**config.mk**
```make
export PLATFORM = sky130hd
export DESIGN_NAME = iow_wake_ctrl
export DESIGN_NICKNAME = d
export VERILOG_FILES = /design/src/hdl/iow_edge_latch.v /design/src/hdl/iow_wake_ctrl.v
export VERILOG_INCLUDE_DIRS = /design/src /design/src/hdl
export SDC_FILE = /design/constraint.sdc
export NUM_CORES = 1
export LEC_CHECK = 0
export ABC_AREA = 0
export ABC_CLOCK_PERIOD_IN_PS = 5300
export BUFFER_PORTS_ARGS = -buffer_cell sky130_fd_sc_hd__buf_2
export CAP_MARGIN = 10
export CORE_MARGIN = 2
export CORE_UTILIZATION = 49
export CTS_BUF_LIST = sky130_fd_sc_hd__clkbuf_8
export CTS_CLUSTER_DIAMETER = 200
export DETAILED_ROUTE_END_ITERATION = 6
export MAX_ROUTING_LAYER = met4
export PLACE_DENSITY = 0.91
export SYNTH_ARGS = -nofsm -noshare
export SYNTH_HDL_FRONTEND = slang
export SYNTH_HIERARCHICAL = 1
export SYNTH_SLANG_ARGS = --single-unit
```
**constraint.sdc**
```tcl
create_clock -name core_clk -period 5.3 [get_ports core_clk]
set_input_delay 0.53 -clock core_clk [delete_from_list [all_inputs] [get_ports core_clk]]
set_output_delay 0.53 -clock core_clk [all_outputs]
set_load 0.02 [all_outputs]
```
**src/hdl/iowake_defines.vh**
```
// Constants shared by the interrupt option and low-power wake block.
// Assumes inclusion by bare name from the design files; definitions only.
`ifndef IOWAKE_DEFINES_VH
`define IOWAKE_DEFINES_VH

// Register byte addresses on the register bus.
`define IOW_ADDR_OPTION 8'hc8
`define IOW_ADDR_STATUS 8'hcc

// Interrupt option register reset value and used field positions.
`define IOW_OPTION_RESET 8'h00
`define IOW_OPTION_USED 8'h70
`define IOW_BIT_LEVEL_EDGE 6
`define IOW_BIT_EDGE_POL 5
`define IOW_BIT_GLOBAL_EN 4

// Vector numbers presented to the core.
`define IOW_VEC_NMI 3'h0
`define IOW_VEC_SRC1 3'h1
`define IOW_VEC_SRC2 3'h2
`define IOW_VEC_SRC3 3'h3
`define IOW_VEC_SRC4 3'h4

// Core execution modes as tracked by this block.
`define IOW_MODE_NORMAL 2'h0
`define IOW_MODE_IRQ 2'h1
`define IOW_MODE_NMI 2'h2

// Default oscillator stabilisation wait after a wake from stop, in core cycles.
`define IOW_STAB_CYCLES 16'h0010

// Bus response codes.
`define IOW_RESP_OKAY 2'h0
`define IOW_RESP_SLVERR 2'h2

`endif

```
**src/hdl/iow_edge_latch.v**
```verilog
// Edge latch for one interrupt line: stores the first selected edge until cleared.
// Assumes the line is already synchronous to the clock and idles high.
`timescale 1ns/10ps
module iow_edge_latch (
   // Clock, reset and freeze.
   input wire core_clk,
   input wire reset_n,
   input wire clkEn,
   // Line and configuration.
   input wire lineIn,
   input wire risingSel,
   input wire armEn,
   // Clear at routine start.
   input wire clearIn,
   // Stored request.
   output reg flag_r
);

   reg prevLine_r;
   wire edgeSeen;

   // Pick the edge the configuration asks for.
   assign edgeSeen = risingSel ? (lineIn & ~prevLine_r) : (~lineIn & prevLine_r);

   // A new edge in the clear cycle wins, so no event is lost; extra edges merge into one.
   always @(posedge core_clk) begin
      if (!reset_n) begin
         prevLine_r <= 1'b1;
         flag_r <= 1'b0;
      end else if (clkEn) begin
         prevLine_r <= lineIn;
         if (edgeSeen && armEn) begin
            flag_r <= 1'b1;
         end else if (clearIn || !armEn) begin
            flag_r <= 1'b0;
         end
      end
   end

endmodule // iow_edge_latch

```
**src/hdl/iow_wake_ctrl.v**
```verilog
// Interrupt option register, request priority and wait/stop wake control.
// Assumes a core that pulses instruction-end, return, wait and stop strobes on core_clk.
//
// Summary of operation
// - Option register is write only; reads give zero, so read-modify-write fails.
// - Any reset clears the option register to zero.
// - Option bit 7 and bits 3 to 0 are ignored on write.
// - Bit 6 set makes source 1 level sensitive, clear makes it edge sensitive.
// - Bit 5 selects which edge of source 2 raises a request.
// - Bit 5 set means rising edges on source 2, clear means falling edges.
// - Bit 4 enables all sources; clear blocks all but the non-maskable one.
// - With bit 4 clear the non-maskable request is served but never wakes.
// - Timer overflow and converter done, each under its enable, request vector 4.
// - Reload timer overflow, compare and input edge, each enabled, request vector 3.
// - Edge sources latch the first edge and clear when their routine starts.
// - Fixed priority: non-maskable first, then sources 1 down to 4.
// - Wait halts instructions at once; clock, peripherals and contents stay.
// - Wake from wait resumes with no stabilisation delay.
// - Pin or watchdog reset ends wait or stop through normal reset.
// - Stop needs watchdog off; stops oscillator until external interrupt or reset.
// - Wake from stop waits an oscillator stabilisation delay before running.
// - Sleeping in main code: waking interrupt is served, then code continues.
// - Sleeping in non-maskable routine: any interrupt wakes, mode stays non-maskable.
// - Sleeping in maskable routine: maskable wake finishes that routine first.
// - Non-maskable wake inside a maskable routine runs first, then routine resumes.
// - With watchdog active the stop instruction acts as wait.
// - With bit 4 clear, wait or stop ends only by reset.
// - Wait or stop has no effect while an enabled request is pending.
// - Service and wake leave the oscillator source selection untouched.
//
// The AXI4-Lite register port is this design's own decision.
`timescale 1ns/10ps
`include "iowake_defines.vh"
module iow_wake_ctrl #(
   parameter PA_W = 8,
   parameter PB_W = 8,
   parameter PC_W = 8,
   parameter STAB_W = 16,
   parameter [STAB_W-1:0] STAB_CYCLES = `IOW_STAB_CYCLES
) (
   // Clock, reset and freeze.
   input wire core_clk,
   input wire reset_n,
   input wire clkEn,
   // AXI4-Lite write address and data.
   input wire [7:0] s_axi_awaddr,
   input wire s_axi_awvalid,
   output reg s_axi_awready,
   input wire [31:0] s_axi_wdata,
   input wire [3:0] s_axi_wstrb,
   input wire s_axi_wvalid,
   output reg s_axi_wready,
   // AXI4-Lite write response.
   output reg [1:0] s_axi_bresp,
   output reg s_axi_bvalid,
   input wire s_axi_bready,
   // AXI4-Lite read.
   input wire [7:0] s_axi_araddr,
   input wire s_axi_arvalid,
   output reg s_axi_arready,
   output reg [31:0] s_axi_rdata,
   output reg [1:0] s_axi_rresp,
   output reg s_axi_rvalid,
   input wire s_axi_rready,
   // External lines, active low, with the port option and data settings that arm them.
   input wire nmiPin_n,
   input wire [PA_W-1:0] portAPins,
   input wire [PA_W-1:0] portAOption,
   input wire [PA_W-1:0] portAData,
   input wire [PB_W-1:0] portBPins,
   input wire [PB_W-1:0] portBOption,
   input wire [PB_W-1:0] portBData,
   input wire [PC_W-1:0] portCPins,
   input wire [PC_W-1:0] portCOption,
   input wire [PC_W-1:0] portCData,
   // Peripheral flags and their enables.
   input wire timerZeroFlag,
   input wire timerIrqEnable,
   input wire converterDoneFlag,
   input wire converterIrqEnable,
   input wire reloadOverflowFlag,
   input wire reloadOverflowIrqEnable,
   input wire compareMatchFlag,
   input wire compareIrqEnable,
   input wire inputEdgeFlag,
   input wire inputEdgeIrqEnable,
   // Watchdog state.
   input wire watchdogActive,
   // Core strobes.
   input wire instrEnd,
   input wire retiExec,
   input wire waitExec,
   input wire stopExec,
   // Core controls.
   output reg vectorTake_r,
   output reg [2:0] vectorNum_r,
   output reg coreHalt_r,
   output reg oscStop_r,
   output reg wakePulse_r,
   output reg [1:0] coreMode_r
);

   localparam PWR_RUN = 2'h0;
   localparam PWR_WAIT = 2'h1;
   localparam PWR_STOP = 2'h2;
   localparam PWR_STAB = 2'h3;

   reg [7:0] option_r;
   reg [1:0] savedMode_r;
   reg [1:0] pwr_r;
   reg [1:0] pwr_nxt;
   reg [STAB_W-1:0] stabCnt_r;
   reg [STAB_W-1:0] stabCnt_nxt;
   reg awHeld_r;
   reg wHeld_r;
   reg [7:0] awAddr_r;
   reg [31:0] wData_r;
   reg [3:0] wStrb_r;
   wire levelSel;
   wire edgePol;
   wire globalEn;
   wire line1;
   wire line2;
   wire nmiFlag;
   wire src1Flag;
   wire src2Flag;
   wire req1;
   wire req2;
   wire req3;
   wire req4;
   wire anyMask;
   wire nmiServ;
   wire maskServ;
   wire enabledPending;
   wire wakeWait;
   wire wakeStop;
   wire takeNow;
   reg [2:0] vecSel;
   wire [31:0] statusWord;

   // Option fields.
   assign levelSel = option_r[`IOW_BIT_LEVEL_EDGE];
   assign edgePol = option_r[`IOW_BIT_EDGE_POL];
   assign globalEn = option_r[`IOW_BIT_GLOBAL_EN];

   // A port line goes low when any pin set for interrupt input is low.
   assign line1 = (&(portAPins | ~(portAOption & ~portAData))) &
                  (&(portBPins | ~(portBOption & ~portBData)));
   assign line2 = &(portCPins | ~(portCOption & ~portCData));

   // Non-maskable source: falling edge on its pin, latched.
   iow_edge_latch u_nmiLatch (
      .core_clk(core_clk),
      .reset_n(reset_n),
      .clkEn(clkEn),
      .lineIn(nmiPin_n),
      .risingSel(1'b0),
      .armEn(1'b1),
      .clearIn(takeNow && nmiServ),
      .flag_r(nmiFlag)
   );

   // Source 1 latch, armed only in edge mode; falling edge.
   iow_edge_latch u_src1Latch (
      .core_clk(core_clk),
      .reset_n(reset_n),
      .clkEn(clkEn),
      .lineIn(line1),
      .risingSel(1'b0),
      .armEn(~levelSel),
      .clearIn(takeNow && !nmiServ && vecSel == `IOW_VEC_SRC1),
      .flag_r(src1Flag)
   );

   // Source 2 latch, always edge; polarity from the option register.
   iow_edge_latch u_src2Latch (
      .core_clk(core_clk),
      .reset_n(reset_n),
      .clkEn(clkEn),
      .lineIn(line2),
      .risingSel(edgePol),
      .armEn(1'b1),
      .clearIn(takeNow && !nmiServ && vecSel == `IOW_VEC_SRC2),
      .flag_r(src2Flag)
   );

   // Level requests are not stored, so the requester must hold its line until sampled.
   assign req1 = levelSel ? ~line1 : src1Flag;
   assign req2 = src2Flag;
   assign req3 = (reloadOverflowFlag & reloadOverflowIrqEnable) | (compareMatchFlag & compareIrqEnable) |
                 (inputEdgeFlag & inputEdgeIrqEnable);
   assign req4 = (timerZeroFlag & timerIrqEnable) | (converterDoneFlag & converterIrqEnable);
   assign anyMask = req1 | req2 | req3 | req4;

   // Service eligibility: the non-maskable source ignores the global enable.
   assign nmiServ = nmiFlag && coreMode_r != `IOW_MODE_NMI;
   assign maskServ = globalEn && anyMask && coreMode_r == `IOW_MODE_NORMAL;
   assign enabledPending = nmiServ | maskServ;
   assign takeNow = instrEnd && pwr_r == PWR_RUN && enabledPending;

   // Wake needs the global enable even for the non-maskable source.
   assign wakeWait = globalEn && (nmiFlag | anyMask);
   // Only external lines can wake with the oscillator stopped.
   assign wakeStop = globalEn && (nmiFlag | req1 | req2);

   // Fixed priority among the sources.
   always @* begin
      vecSel = `IOW_VEC_SRC4;
      if (nmiServ) begin
         vecSel = `IOW_VEC_NMI;
      end else if (req1) begin
         vecSel = `IOW_VEC_SRC1;
      end else if (req2) begin
         vecSel = `IOW_VEC_SRC2;
      end else if (req3) begin
         vecSel = `IOW_VEC_SRC3;
      end
   end

   // Vector hand-off and mode tracking; a non-maskable entry remembers the mode it left.
   always @(posedge core_clk) begin
      if (!reset_n) begin
         vectorTake_r <= 1'b0;
         vectorNum_r <= `IOW_VEC_NMI;
         coreMode_r <= `IOW_MODE_NORMAL;
         savedMode_r <= `IOW_MODE_NORMAL;
      end else if (clkEn) begin
         vectorTake_r <= takeNow;
         if (takeNow) begin
            vectorNum_r <= vecSel;
            if (nmiServ) begin
               savedMode_r <= coreMode_r;
               coreMode_r <= `IOW_MODE_NMI;
            end else begin
               coreMode_r <= `IOW_MODE_IRQ;
            end
         end else if (retiExec) begin
            if (coreMode_r == `IOW_MODE_NMI) begin
               coreMode_r <= savedMode_r;
            end else begin
               coreMode_r <= `IOW_MODE_NORMAL;
            end
         end
      end
   end

   // Low-power state; entry is refused while something serviceable is pending.
   always @* begin
      pwr_nxt = pwr_r;
      stabCnt_nxt = stabCnt_r;
      case (pwr_r)
         PWR_RUN: begin
            if (stopExec && !enabledPending && !watchdogActive) begin
               pwr_nxt = PWR_STOP;
            end else if ((waitExec || stopExec) && !enabledPending) begin
               pwr_nxt = PWR_WAIT;
            end
         end
         PWR_WAIT: begin
            if (wakeWait) begin
               pwr_nxt = PWR_RUN;
            end
         end
         PWR_STOP: begin
            if (wakeStop) begin
               pwr_nxt = PWR_STAB;
               stabCnt_nxt = STAB_CYCLES;
            end
         end
         PWR_STAB: begin
            if (stabCnt_r <= {{(STAB_W-1){1'b0}}, 1'b1}) begin
               pwr_nxt = PWR_RUN;
               stabCnt_nxt = {STAB_W{1'b0}};
            end else begin
               stabCnt_nxt = stabCnt_r - {{(STAB_W-1){1'b0}}, 1'b1};
            end
         end
         default: begin
            pwr_nxt = PWR_RUN;
         end
      endcase
   end

   // Synchronous reset (pin or watchdog) returns straight to run through the normal sequence.
   // Only the oscillator enable is driven; its source selection lives elsewhere and is never touched.
   always @(posedge core_clk) begin
      if (!reset_n) begin
         pwr_r <= PWR_RUN;
         stabCnt_r <= {STAB_W{1'b0}};
         coreHalt_r <= 1'b0;
         oscStop_r <= 1'b0;
         wakePulse_r <= 1'b0;
      end else if (clkEn) begin
         pwr_r <= pwr_nxt;
         stabCnt_r <= stabCnt_nxt;
         coreHalt_r <= pwr_nxt != PWR_RUN;
         oscStop_r <= pwr_nxt == PWR_STOP;
         wakePulse_r <= pwr_r != PWR_RUN && pwr_nxt == PWR_RUN;
      end
   end

   // Write channel: address and data are accepted in either order, then answered once.
   always @(posedge core_clk) begin
      if (!reset_n) begin
         s_axi_awready <= 1'b0;
         s_axi_wready <= 1'b0;
         s_axi_bvalid <= 1'b0;
         s_axi_bresp <= `IOW_RESP_OKAY;
         awHeld_r <= 1'b0;
         wHeld_r <= 1'b0;
         awAddr_r <= 8'h00;
         wData_r <= 32'h0000_0000;
         wStrb_r <= 4'h0;
         option_r <= `IOW_OPTION_RESET;
      end else if (clkEn) begin
         if (s_axi_awvalid && s_axi_awready) begin
            awHeld_r <= 1'b1;
            awAddr_r <= s_axi_awaddr;
            s_axi_awready <= 1'b0;
         end else if (!awHeld_r && !s_axi_bvalid) begin
            s_axi_awready <= 1'b1;
         end
         if (s_axi_wvalid && s_axi_wready) begin
            wHeld_r <= 1'b1;
            wData_r <= s_axi_wdata;
            wStrb_r <= s_axi_wstrb;
            s_axi_wready <= 1'b0;
         end else if (!wHeld_r && !s_axi_bvalid) begin
            s_axi_wready <= 1'b1;
         end
         if (awHeld_r && wHeld_r && !s_axi_bvalid) begin
            awHeld_r <= 1'b0;
            wHeld_r <= 1'b0;
            s_axi_bvalid <= 1'b1;
            if (awAddr_r[7:2] == `IOW_ADDR_OPTION >> 2) begin
               s_axi_bresp <= `IOW_RESP_OKAY;
               if (wStrb_r[0]) begin
                  option_r <= wData_r[7:0] & `IOW_OPTION_USED;
               end
            end else if (awAddr_r[7:2] == `IOW_ADDR_STATUS >> 2) begin
               s_axi_bresp <= `IOW_RESP_OKAY;
            end else begin
               s_axi_bresp <= `IOW_RESP_SLVERR;
            end
         end else if (s_axi_bvalid && s_axi_bready) begin
            s_axi_bvalid <= 1'b0;
         end
      end
   end

   // Status word: stored requests, level lines, core mode and power state.
   assign statusWord = {22'h00_0000, pwr_r, coreMode_r, req4, req3, req2, req1, nmiFlag, globalEn};

   // Read channel: the option register reads as zero, so software must keep a copy.
   always @(posedge core_clk) begin
      if (!reset_n) begin
         s_axi_arready <= 1'b0;
         s_axi_rvalid <= 1'b0;
         s_axi_rdata <= 32'h0000_0000;
         s_axi_rresp <= `IOW_RESP_OKAY;
      end else if (clkEn) begin
         if (s_axi_arvalid && s_axi_arready) begin
            s_axi_arready <= 1'b0;
            s_axi_rvalid <= 1'b1;
            if (s_axi_araddr[7:2] == `IOW_ADDR_OPTION >> 2) begin
               s_axi_rdata <= 32'h0000_0000;
               s_axi_rresp <= `IOW_RESP_OKAY;
            end else if (s_axi_araddr[7:2] == `IOW_ADDR_STATUS >> 2) begin
               s_axi_rdata <= statusWord;
               s_axi_rresp <= `IOW_RESP_OKAY;
            end else begin
               s_axi_rdata <= 32'h0000_0000;
               s_axi_rresp <= `IOW_RESP_SLVERR;
            end
         end else if (s_axi_rvalid && s_axi_rready) begin
            s_axi_rvalid <= 1'b0;
         end else if (!s_axi_rvalid) begin
            s_axi_arready <= 1'b1;
         end
      end
   end

endmodule // iow_wake_ctrl

```
==> flow_summary.yaml, run 1 <==
outcome:
  run_status: "finished clean"
critical_path:
  r2r_cells: 7
  cp.depth: 10
  reg2reg_to: "stabCnt_r[5]$_SDFFE_PN0P_"
  cp_cell_sequence: "buf_2, a222oi_1, and3b_1, nand2_1, o21ai_1, nor3b_1, nor2b_1, nand2b_1, a21oi_1, a41o_1"
  crit_path_end: "u_src1Latch/flag_r$_SDFFE_PN0P_"
  path_buf_inv: 1
  crit_start: "reloadOverflowFlag"
  cp-start-kind: "primary input"
  max_stage_delay_ps: 670
  end_kind: "flip-flop"
  regToRegStartpoint: "pwr_r[0]$_SDFFE_PN0P_"
  ff2ff_setup_slack_ps: 3080
  crit_fanout: 5
  critPathTopFamily: "compound AO/OA/AOI/OAI gates"
  criticalPathCategory: "primary input to flip-flop"
  slowest_stage: "a222oi_1"
  crit_arrival_ps: 2650
  crit_required_ps: 5600
clock_tree:
  cts-resized-gates: 0
  cts_inserted_buffers: 9
  cts_tree: "yes"
  clkLatencyLatePin_ps: 350
  cts_num_sinks: 67
  root_buffer: "clkbuf_8"
  path_clk_slew_ps: 80
  clockBufferDepth: 2
  cts_hold_buf: 0
  htreeDepth: 3
  post_cts_buffers: 0
synthesis:
  synthArstFlopShare_pct: 0
  synth_common_cells: "67 x dfxtp_1, 56 x nor2_1, 44 x nand2_1, 24 x buf_4, 22 x a21oi_1"
  synth_cell_type_count: 61
  synth-seq-cells: 67
  synth_edf_count: 0
  synthCells: 406
  synthTopCellsByArea: "dfxtp_1 39%, nor2_1 6.1%, mux2i_1 5.2%"
  synth_ff_type: "dfxtp_1"
  synth.yosys.seq_area_share_pct: 38.8
  syn_avg_cell_area_um2: 8.51
  synth_top_area_share_pct: 38.8
  synth_area_mm2: 0.00346
  yosys_warnings: 6
  yosysMostFrequentCell: "dfxtp_1"
  synth_largest_area_cell: "dfxtp_1"
global_routing:
  grt.busiest_layer: "met2"
  use_met2_pct: 42.3
  grt_pass1_wl_um: 13300
  use_met1_pct: 23.3
  grt_pass1_vias: 3098
  grt_max_degree: 34
  grt.total_usage_pct: 23.1
  grt_antenna_before_repair: 0
  grt_overflow: 0
  use_met3_pct: 7.35
final_layout:
  antenna_cells: 0
  multi_input_area_mm2: 0.00197
  fill_cells: 553
  nets: 702
  syn_to_final_growth_pct: 25.3
  post-route-util_pct: 63.8
  stdcell_count: 653
  register_area_mm2: 0.00134
  drive_above_1_share_pct: 30.0
timing:
  finalCritPeriodShare_pct: 44.3
  setup-violations-final: 0
  relSlewSlack_pct: 43.0
  clock_skew_ps: 16.4
  drv_slew: 0
  finalHoldViolCount: 0
  period_minus_slack_ps: 2350
  setup-tns-final_ps: 0
  fin_ws_ps: 2950
  timing.fmax_ghz: 0.426
  rsz0062_at_grt: "no"
  worstMarginPinSlew_ps: 854
floorplanning:
  start_util_pct: 50.9
  io_pins: 198
  rows: 30
  chipHeight_um: 88.0
  core_mm2: 0.00679
  fp.dieArea_mm2: 0.00774
  die_w_um: 88.0
place:
  dp_hpwl_um: 6780
  placedCellCount: 637
  routabilityCongestion: 0.910
  port_buffers: 137
  pre_cts_ws_ps: 2590
drt:
  routed_wl_um: 8840
  drc: 0
  wl_per_cell_um: 13.5
  firstDrtPassIters: 5
  vias: 3426
  viasPerCell: 5.25
  drtIter0Drc: 204
  ant_nets: 0
flow_run:
  drv_cap: 0
power_and_ir_drop:
  powerDensity_mw_per_mm2: 250
  finalPower_mw: 1.08
  power_leakage_nw: 2.06
  peakVddDrop_mv: 0.228
worst_hold_path:
  min_path_type: "primary input to flip-flop"
[cells in the final DEF, fill, tap and decap left out, types with 8 or more instances in the layout]
| cell | instances |
|---|---|
| buf_2 | 137 |
| dfxtp_1 | 67 |
| nor2_1 | 56 |
| nand2_1 | 44 |
| conb_1 | 32 |
| a21oi_1 | 22 |
| nor3b_1 | 20 |
| mux2i_1 | 18 |
| inv_1 | 12 |
| o21ai_0 | 12 |
| clkbuf_8 | 10 |
| nand2b_1 | 9 |
| xnor2_1 | 9 |
| nand3_1 | 8 |
| nor3_1 | 8 |
[sequential cells by signal, indices dropped and copies added, names as in the netlist, 2 cells and up]
signal	flops
vectorNum_r	3
wData_r	3
savedMode_r	2
awAddr_r	6
stabCnt_r	16
option_r	3
s_axi_rdata	10
coreMode_r	2
pwr_r	2
[power by group]
part / internal, mW / switching (mW)
combinational: 0.0780 / 0.104
sequential: 0.519 / 0.0163
clock: 0.178 / 0.189
[how the worst min path moves through the flow]
stage,from,endpoint,depth (start not counted)
2_1_floorplan,savedMode_r[1]$_SDFFE_PN0P_,savedMode_r[1]$_SDFFE_PN0P_,2
3_3_place_gp,vectorNum_r[1]$_SDFFE_PN0P_,vectorNum_r[1]$_SDFFE_PN0P_,2
3_5_place_dp,s_axi_rdata[7]$_SDFFE_PN0P_,s_axi_rdata[7]$_SDFFE_PN0P_,2
4_1_cts,s_axi_wstrb[0],wStrb_r[0]$_SDFFE_PN0P_,3
5_1_grt,s_axi_awaddr[3],awAddr_r[3]$_SDFFE_PN0P_,3
6_report,s_axi_wstrb[0],wStrb_r[0]$_SDFFE_PN0P_,3
[stage by stage]
step	hold WS, ps	cell area, um^2
2_1_floorplan	432	3570
3_3_place_gp	440	4160
3_5_place_dp	444	4160
4_1_cts	400	4330
5_1_grt	425	4330
6_report	412	4330
[logic make-up (layout without fill, tap and decap cells)]
kind of cell	after synthesis	count (layout)	synth area share (%)
and+or+nand+nor	180	180	28.3
muxes	18	18	5.21
buffers and inverters	45	166	7.60
adders and majority gates	2	2	0.724
AOI/OAI and AO/OA	79	79	15.9
DFF	67	67	38.8
xor gates and xnor gates	13	13	3.29
other	2	32	0.217
[area by class of cell]
type	count	area share [%]
clock buffer	10	3.18
sequential	67	31.0
clock inverter	6	0.751
tap	96	2.77
inverter	13	1.13
timing repair buffer	137	15.8
multi-input combinational	324	45.4
[layer usage]
| metal | wire length (um) | vias up |
|---|---|---|
| li1 | - | 1681 |
| met1 | 3340 | 1542 |
| met5 | 0 | - |
| met4 | 145 | 0 |
| met3 | 885 | 18 |
| met2 | 4470 | 185 |
[tightest hold or removal path: cells and delay by family]
family / cells / cell delay (ps)
muxes: 1 / 50
buffers and inverters: 1 / 70
and+or+nand+nor: 1 / 70
Note: power is estimated with default switching activity, not from simulation.
==> run 2: changes to the inputs <==
- ABC_CLOCK_PERIOD_IN_PS: 5300 -> 2450
- CORE_UTILIZATION: 49 -> 46
- PLACE_DENSITY: 0.91 -> 0.86
- clock period: 5.3 -> 2.45 ns (I/O delays scaled with it)
==> run 2 against run 1 <==
Effect of this change:
- first-iteration DRC count down 10%
- sequential cell count unchanged
- setup slack worse by 2600 ps
- largest power group unchanged
- via count up 1.5%
- utilization down 2.9 points
- power up 130%
- clock power up 140%
- clock-buffer cell count down 1
==> flow_summary.yaml, run 2 (synthesized netlist as in run 1, its figures left out) <==
critical_path:
  crit_required_ps: 2680
  max_stage_delay_ps: 490
  crit_start: "pwr_r[0]$_SDFFE_PN0P_"
  criticalPathCategory: "flip-flop to flip-flop"
  r2r_cells: 8
  ff2ff_setup_slack_ps: 330
  cp-start-kind: "flip-flop"
  reg2reg_to: "stabCnt_r[8]$_SDFFE_PN0P_"
  crit_arrival_ps: 2340
  crit_fanout: 8
  end_kind: "flip-flop"
  cp_cell_sequence: "inv_1, a21oi_2, nand2_1, a21oi_2, o31ai_1, nand2_1, buf_4, a21oi_1"
  slowest_stage: "dfxtp_1"
  regToRegStartpoint: "pwr_r[0]$_SDFFE_PN0P_"
timing:
  relSlewSlack_pct: 41.6
  worstMarginPinSlew_ps: 875
  finalHoldViolCount: 0
  whs_ps: 129
  rsz0062_at_grt: "no"
  fin_ws_ps: 334
  drv_slew: 0
  setup-tns-final_ps: 0
  period_minus_slack_ps: 2120
  timing.fmax_ghz: 0.473
  finalCritPeriodShare_pct: 86.4
  setup-violations-final: 0
  clock_skew_ps: 16.3
global_routing:
  grt.total_usage_pct: 22.7
  grt_max_degree: 30
  grt_overflow: 0
  grt_pass1_vias: 3341
  grt_pass1_wl_um: 14800
  grt_antenna_before_repair: 0
power_and_ir_drop:
  power_leakage_nw: 2.10
  peakVddDrop_mv: 0.386
  powerDensity_mw_per_mm2: 555
final_layout:
  syn_to_final_growth_pct: 27.7
  nets: 710
  drive_above_1_share_pct: 31.0
  top_regs: "stabCnt_r x16, s_axi_rdata x10, awAddr_r x6"
  largest_reg_flops: 16
  final_common_cell: "buf_2"
  fill_cells: 634
  mostFrequentLayoutCells: "137 x buf_2, 67 x dfxtp_1, 56 x nor2_1"
  antenna_cells: 0
  largest-register: "stabCnt_r"
floorplanning:
  core_mm2: 0.00725
  die_w_um: 90.7
  io_pins: 198
  fp.dieArea_mm2: 0.00822
  rows: 31
  chipHeight_um: 90.7
  start_util_pct: 47.7
place:
  dp_hpwl_um: 7040
  pre_cts_ws_ps: 219
  routabilityCongestion: 0.855
  port_buffers: 137
drt:
  viasPerCell: 5.25
  drc: 0
  vias: 3478
  ant_nets: 0
  routed_wl_um: 9080
  firstDrtPassIters: 5
  wl_per_cell_um: 13.7
  drtIter0Drc: 183
clock_tree:
  cts-resized-gates: 0
  clkLatencyLatePin_ps: 340
  root_buffer: "clkbuf_8"
  post_cts_buffers: 0
  cts_tree: "yes"
  cts_hold_buf: 0
  cts_inserted_buffers: 9
  path_clk_slew_ps: 70
  htreeDepth: 3
  clockBufferDepth: 2
  cts_num_sinks: 67
worst_hold_path:
  min_path_type: "primary input to flip-flop"
  hold_depth: 3
  hold_end: "wData_r[5]$_SDFFE_PN0P_"
  min_from: "s_axi_wdata[5]"
outcome:
  run_status: "finished clean"
flow_run:
  drv_cap: 0
==> run 2: cell types whose count changed in the layout (fill, tap and decap cells not counted) <==
cell	before	now
buf_4	0	8
bufinv_16	0	1
clkbuf_8	10	9
clkinv_2	4	2
clkinvlp_4	0	1
inv_1	12	11
inv_6	0	1
==> run 2: worst max path at each step <==
stage,end,slack (ps),cells after the start
global placement,u_src2Latch/flag_r$_SDFFE_PN0P_,280,10
global route,stabCnt_r[8]$_SDFFE_PN0P_,150,8
detailed placement,u_src2Latch/flag_r$_SDFFE_PN0P_,220,10
finish,stabCnt_r[8]$_SDFFE_PN0P_,330,8
CTS,stabCnt_r[11]$_SDFFE_PN0P_,360,8
floorplan,u_src2Latch/flag_r$_SDFFE_PN0P_,520,8
==> run 2: layer usage <==
| metal | routed length [um] | vias to the layer above | GRT usage (%) | part of all wire (%) |
|---|---|---|---|---|
| met1 | 3540 | 1569 | 24.1 | 39 |
| met5 | 0 | - | - | 0 |
| li1 | - | 1693 | - | - |
| met2 | 4510 | 191 | 39.9 | 50 |
| met4 | 238 | 0 | 8.97 | 2.6 |
| met3 | 778 | 25 | 6.51 | 8.6 |
==> run 2: worst max-delay path, delay by kind of cell (launching register included) <==
kind | cells | cell delay, ps
AO/OA/AOI/OAI | 4 | 740
flip-flops | 1 | 490
buffers and inverters | 2 | 410
AND/OR/NAND/NOR | 2 | 370
==> run 2: layout make-up <==
type / instances / area [um^2] / share of cell area (%)
Clock buffer: 9 / 124 / 2.81
Clock inverter: 6 / 65.1 / 1.47
Inverter: 13 / 48.8 / 1.11
Multi-Input combinational cell: 324 / 1970 / 44.5
Sequential cell: 67 / 1340 / 30.4
Tap cell: 99 / 124 / 2.81
Timing Repair Buffer: 145 / 746 / 16.9
==> run 2: report_power, final <==
part           total, mW  switching (mW)  leakage [nW]  internal, mW
Combinational      0.405           0.228          1.46         0.177
Clock              0.890           0.424        0.0955         0.466
Sequential          1.15          0.0330         0.544          1.12
==> run 2: per-stage QoR <==
step,utilization [%],std cells,instance area [um^2],total power [mW]
finish,60.9,663,4410,2.45
global route,60.9,663,4410,2.56
global placement,58.3,648,4230,1.56
detailed placement,58.3,648,4230,1.58
CTS,60.9,663,4410,2.46
floorplan,-,436,3570,1.45
==> run 3: changes to the inputs <==
- ABC_AREA: 0 -> default
- GPL_TIMING_DRIVEN: default -> 0
==> run 3 against run 2 <==
Effect of this change:
- register-to-register slack got worse by 40 ps
- global-route usage is 0.62 points higher
- non-clock buffer count is 24 higher
- final area rose by 3.3%
- sequential share of layout area shrank 0.98 points
- combinational power is 7.2% higher
- critical endpoint is now u_src2Latch/flag_r$_SDFFE_PN0P_
- largest cell class unchanged
- largest power group unchanged
==> flow_summary.yaml, run 3 (synthesized netlist as in run 1, its figures left out) <==
clock_tree:
  cts_num_sinks: 67
  root_buffer: "clkbuf_8"
  post_cts_buffers: 0
  cts_tree: "yes"
  clockBufferDepth: 2
  htreeDepth: 3
  path_clk_slew_ps: 90
  clkLatencyLatePin_ps: 370
  cts_inserted_buffers: 9
  cts-resized-gates: 0
  cts_hold_buf: 0
timing:
  finalHoldViolCount: 0
  rsz0062_at_grt: "no"
  relSlewSlack_pct: 52.0
  setup-tns-final_ps: 0
  setup-violations-final: 0
  worstMarginPinSlew_ps: 720
  drv_slew: 0
  clock_skew_ps: 17.0
  timing.fmax_ghz: 0.465
  fin_ws_ps: 298
  finalCritPeriodShare_pct: 87.8
  period_minus_slack_ps: 2150
final_layout:
  drive_above_1_share_pct: 33.1
  largest-register: "stabCnt_r"
  antenna_cells: 0
  multi_input_area_mm2: 0.00197
  top_regs: "stabCnt_r x16, s_axi_rdata x10, awAddr_r x6"
  largest_reg_flops: 16
  fin_area_mm2: 0.00456
  final_common_cell: "buf_2"
  syn_to_final_growth_pct: 32.0
  mostFrequentLayoutCells: "140 x buf_2, 67 x dfxtp_1, 56 x nor2_1"
  fill_cells: 629
  register_area_mm2: 0.00134
  nets: 734
critical_path:
  regToRegStartpoint: "coreMode_r[0]$_SDFFE_PN0P_"
  path_buf_inv: 0
  crit_required_ps: 2710
  critPathTopFamily: "compound AO/OA/AOI/OAI gates"
  end_kind: "flip-flop"
  crit_arrival_ps: 2410
  crit_start: "coreMode_r[0]$_SDFFE_PN0P_"
  max_stage_delay_ps: 480
  cp_common_cell: "nand2b_1"
  cp_cell_sequence: "nand2b_1, nand2_1, o21a_1, a311oi_4, and4_1, nand2b_1, a21oi_1, a41o_1"
  ff2ff_setup_slack_ps: 300
  r2r_cells: 8
  reg2reg_to: "u_src2Latch/flag_r$_SDFFE_PN0P_"
  criticalPathCategory: "flip-flop to flip-flop"
  slowest_stage: "dfxtp_1"
  cp-start-kind: "flip-flop"
  cp.depth: 8
  crit_fanout: 7
  crit_path_end: "u_src2Latch/flag_r$_SDFFE_PN0P_"
drt:
  viasPerCell: 5.14
  drtIter0Drc: 291
  vias: 3539
  wl_per_cell_um: 13.7
  ant_nets: 0
  firstDrtPassIters: 5
  drc: 0
  routed_wl_um: 9410
global_routing:
  grt_overflow: 0
  grt.total_usage_pct: 23.3
  grt_antenna_before_repair: 0
  grt_pass1_vias: 3336
  grt_pass1_wl_um: 15100
  grt_max_degree: 19
outcome:
  run_status: "finished clean"
floorplanning:
  chipHeight_um: 90.7
  rows: 31
  start_util_pct: 47.7
  fp.dieArea_mm2: 0.00822
  core_mm2: 0.00725
  io_pins: 198
  die_w_um: 90.7
power_and_ir_drop:
  power_leakage_nw: 2.21
  peakVddDrop_mv: 0.397
  powerDensity_mw_per_mm2: 537
place:
  dp_hpwl_um: 7440
  dpl_cell_area_mm2: 0.00438
  port_buffers: 137
  pre_cts_ws_ps: 15.1
  routabilityCongestion: 0.903
flow_run:
  drv_cap: 0
worst_hold_path:
  min_path_type: "primary input to flip-flop"
[run 3: changes by cell type in the layout (fill, tap and decap cells not counted), sizes merged]
cell and change:
bufinv -1, clkbuf +5, clkinv -1, inv +3, buf +19
[run 3: worst min path at each step]
stage,start,endpoint,slack (ps),cells past startpoint
3_5_place_dp,s_axi_rdata[8]$_SDFFE_PN0P_,s_axi_rdata[8]$_SDFFE_PN0P_,440,2
5_1_grt,s_axi_wdata[6],wData_r[6]$_SDFFE_PN0P_,120,3
4_1_cts,s_axi_awaddr[2],awAddr_r[2]$_SDFFE_PN0P_,110,3
2_1_floorplan,reset_n,u_nmiLatch/prevLine_r$_SDFFE_PN1P_,310,1
6_report,s_axi_awaddr[2],awAddr_r[2]$_SDFFE_PN0P_,110,3
3_3_place_gp,s_axi_rdata[9]$_SDFFE_PN0P_,s_axi_rdata[9]$_SDFFE_PN0P_,430,2
[run 3: final cells by class]
cell class / count / area share, %
well taps: 99 / 2.72
clock inverters: 7 / 1.29
flip-flops and latches: 67 / 29.4
plain buffers: 32 / 4.69
repair buffers: 137 / 15.0
inverters: 13 / 1.07
clock buffers: 9 / 2.72
multi-input cells: 324 / 43.1
[run 3: stage by stage]
| stage | hold WS [ps] | cells | util, % | total power, mW |
|---|---|---|---|---|
| after CTS | 106 | 688 | 62.9 | 2.45 |
| after floorplan | 307 | 436 | - | 1.45 |
| after detailed placement | 436 | 672 | 60.4 | 1.61 |
| after global routing | 116 | 688 | 62.9 | 2.56 |
| after global placement | 434 | 672 | 60.4 | 1.59 |
| final | 105 | 688 | 62.9 | 2.45 |
[run 3: worst register-to-register path: stages, from the launching register on]
cell and delay (ps):
dfxtp_1 480, nand2b_1 220, nand2_1 150, o21a_1 180
a311oi_4 370, and4_1 260, nand2b_1 110, a21oi_1 60
a41o_1 220
[run 3: where the power goes]
group	internal, mW	leakage (nW)	switching [mW]
clock network	0.384	0.0925	0.479
logic	0.198	1.57	0.236
registers	1.12	0.544	0.0316
[run 3: per-layer routing]
layer  track usage (%)  share of wire [%]
met5                 -                  0
met1              24.7                 39
met3              6.26                8.9
met2              40.9                 50
met4              10.0                2.0
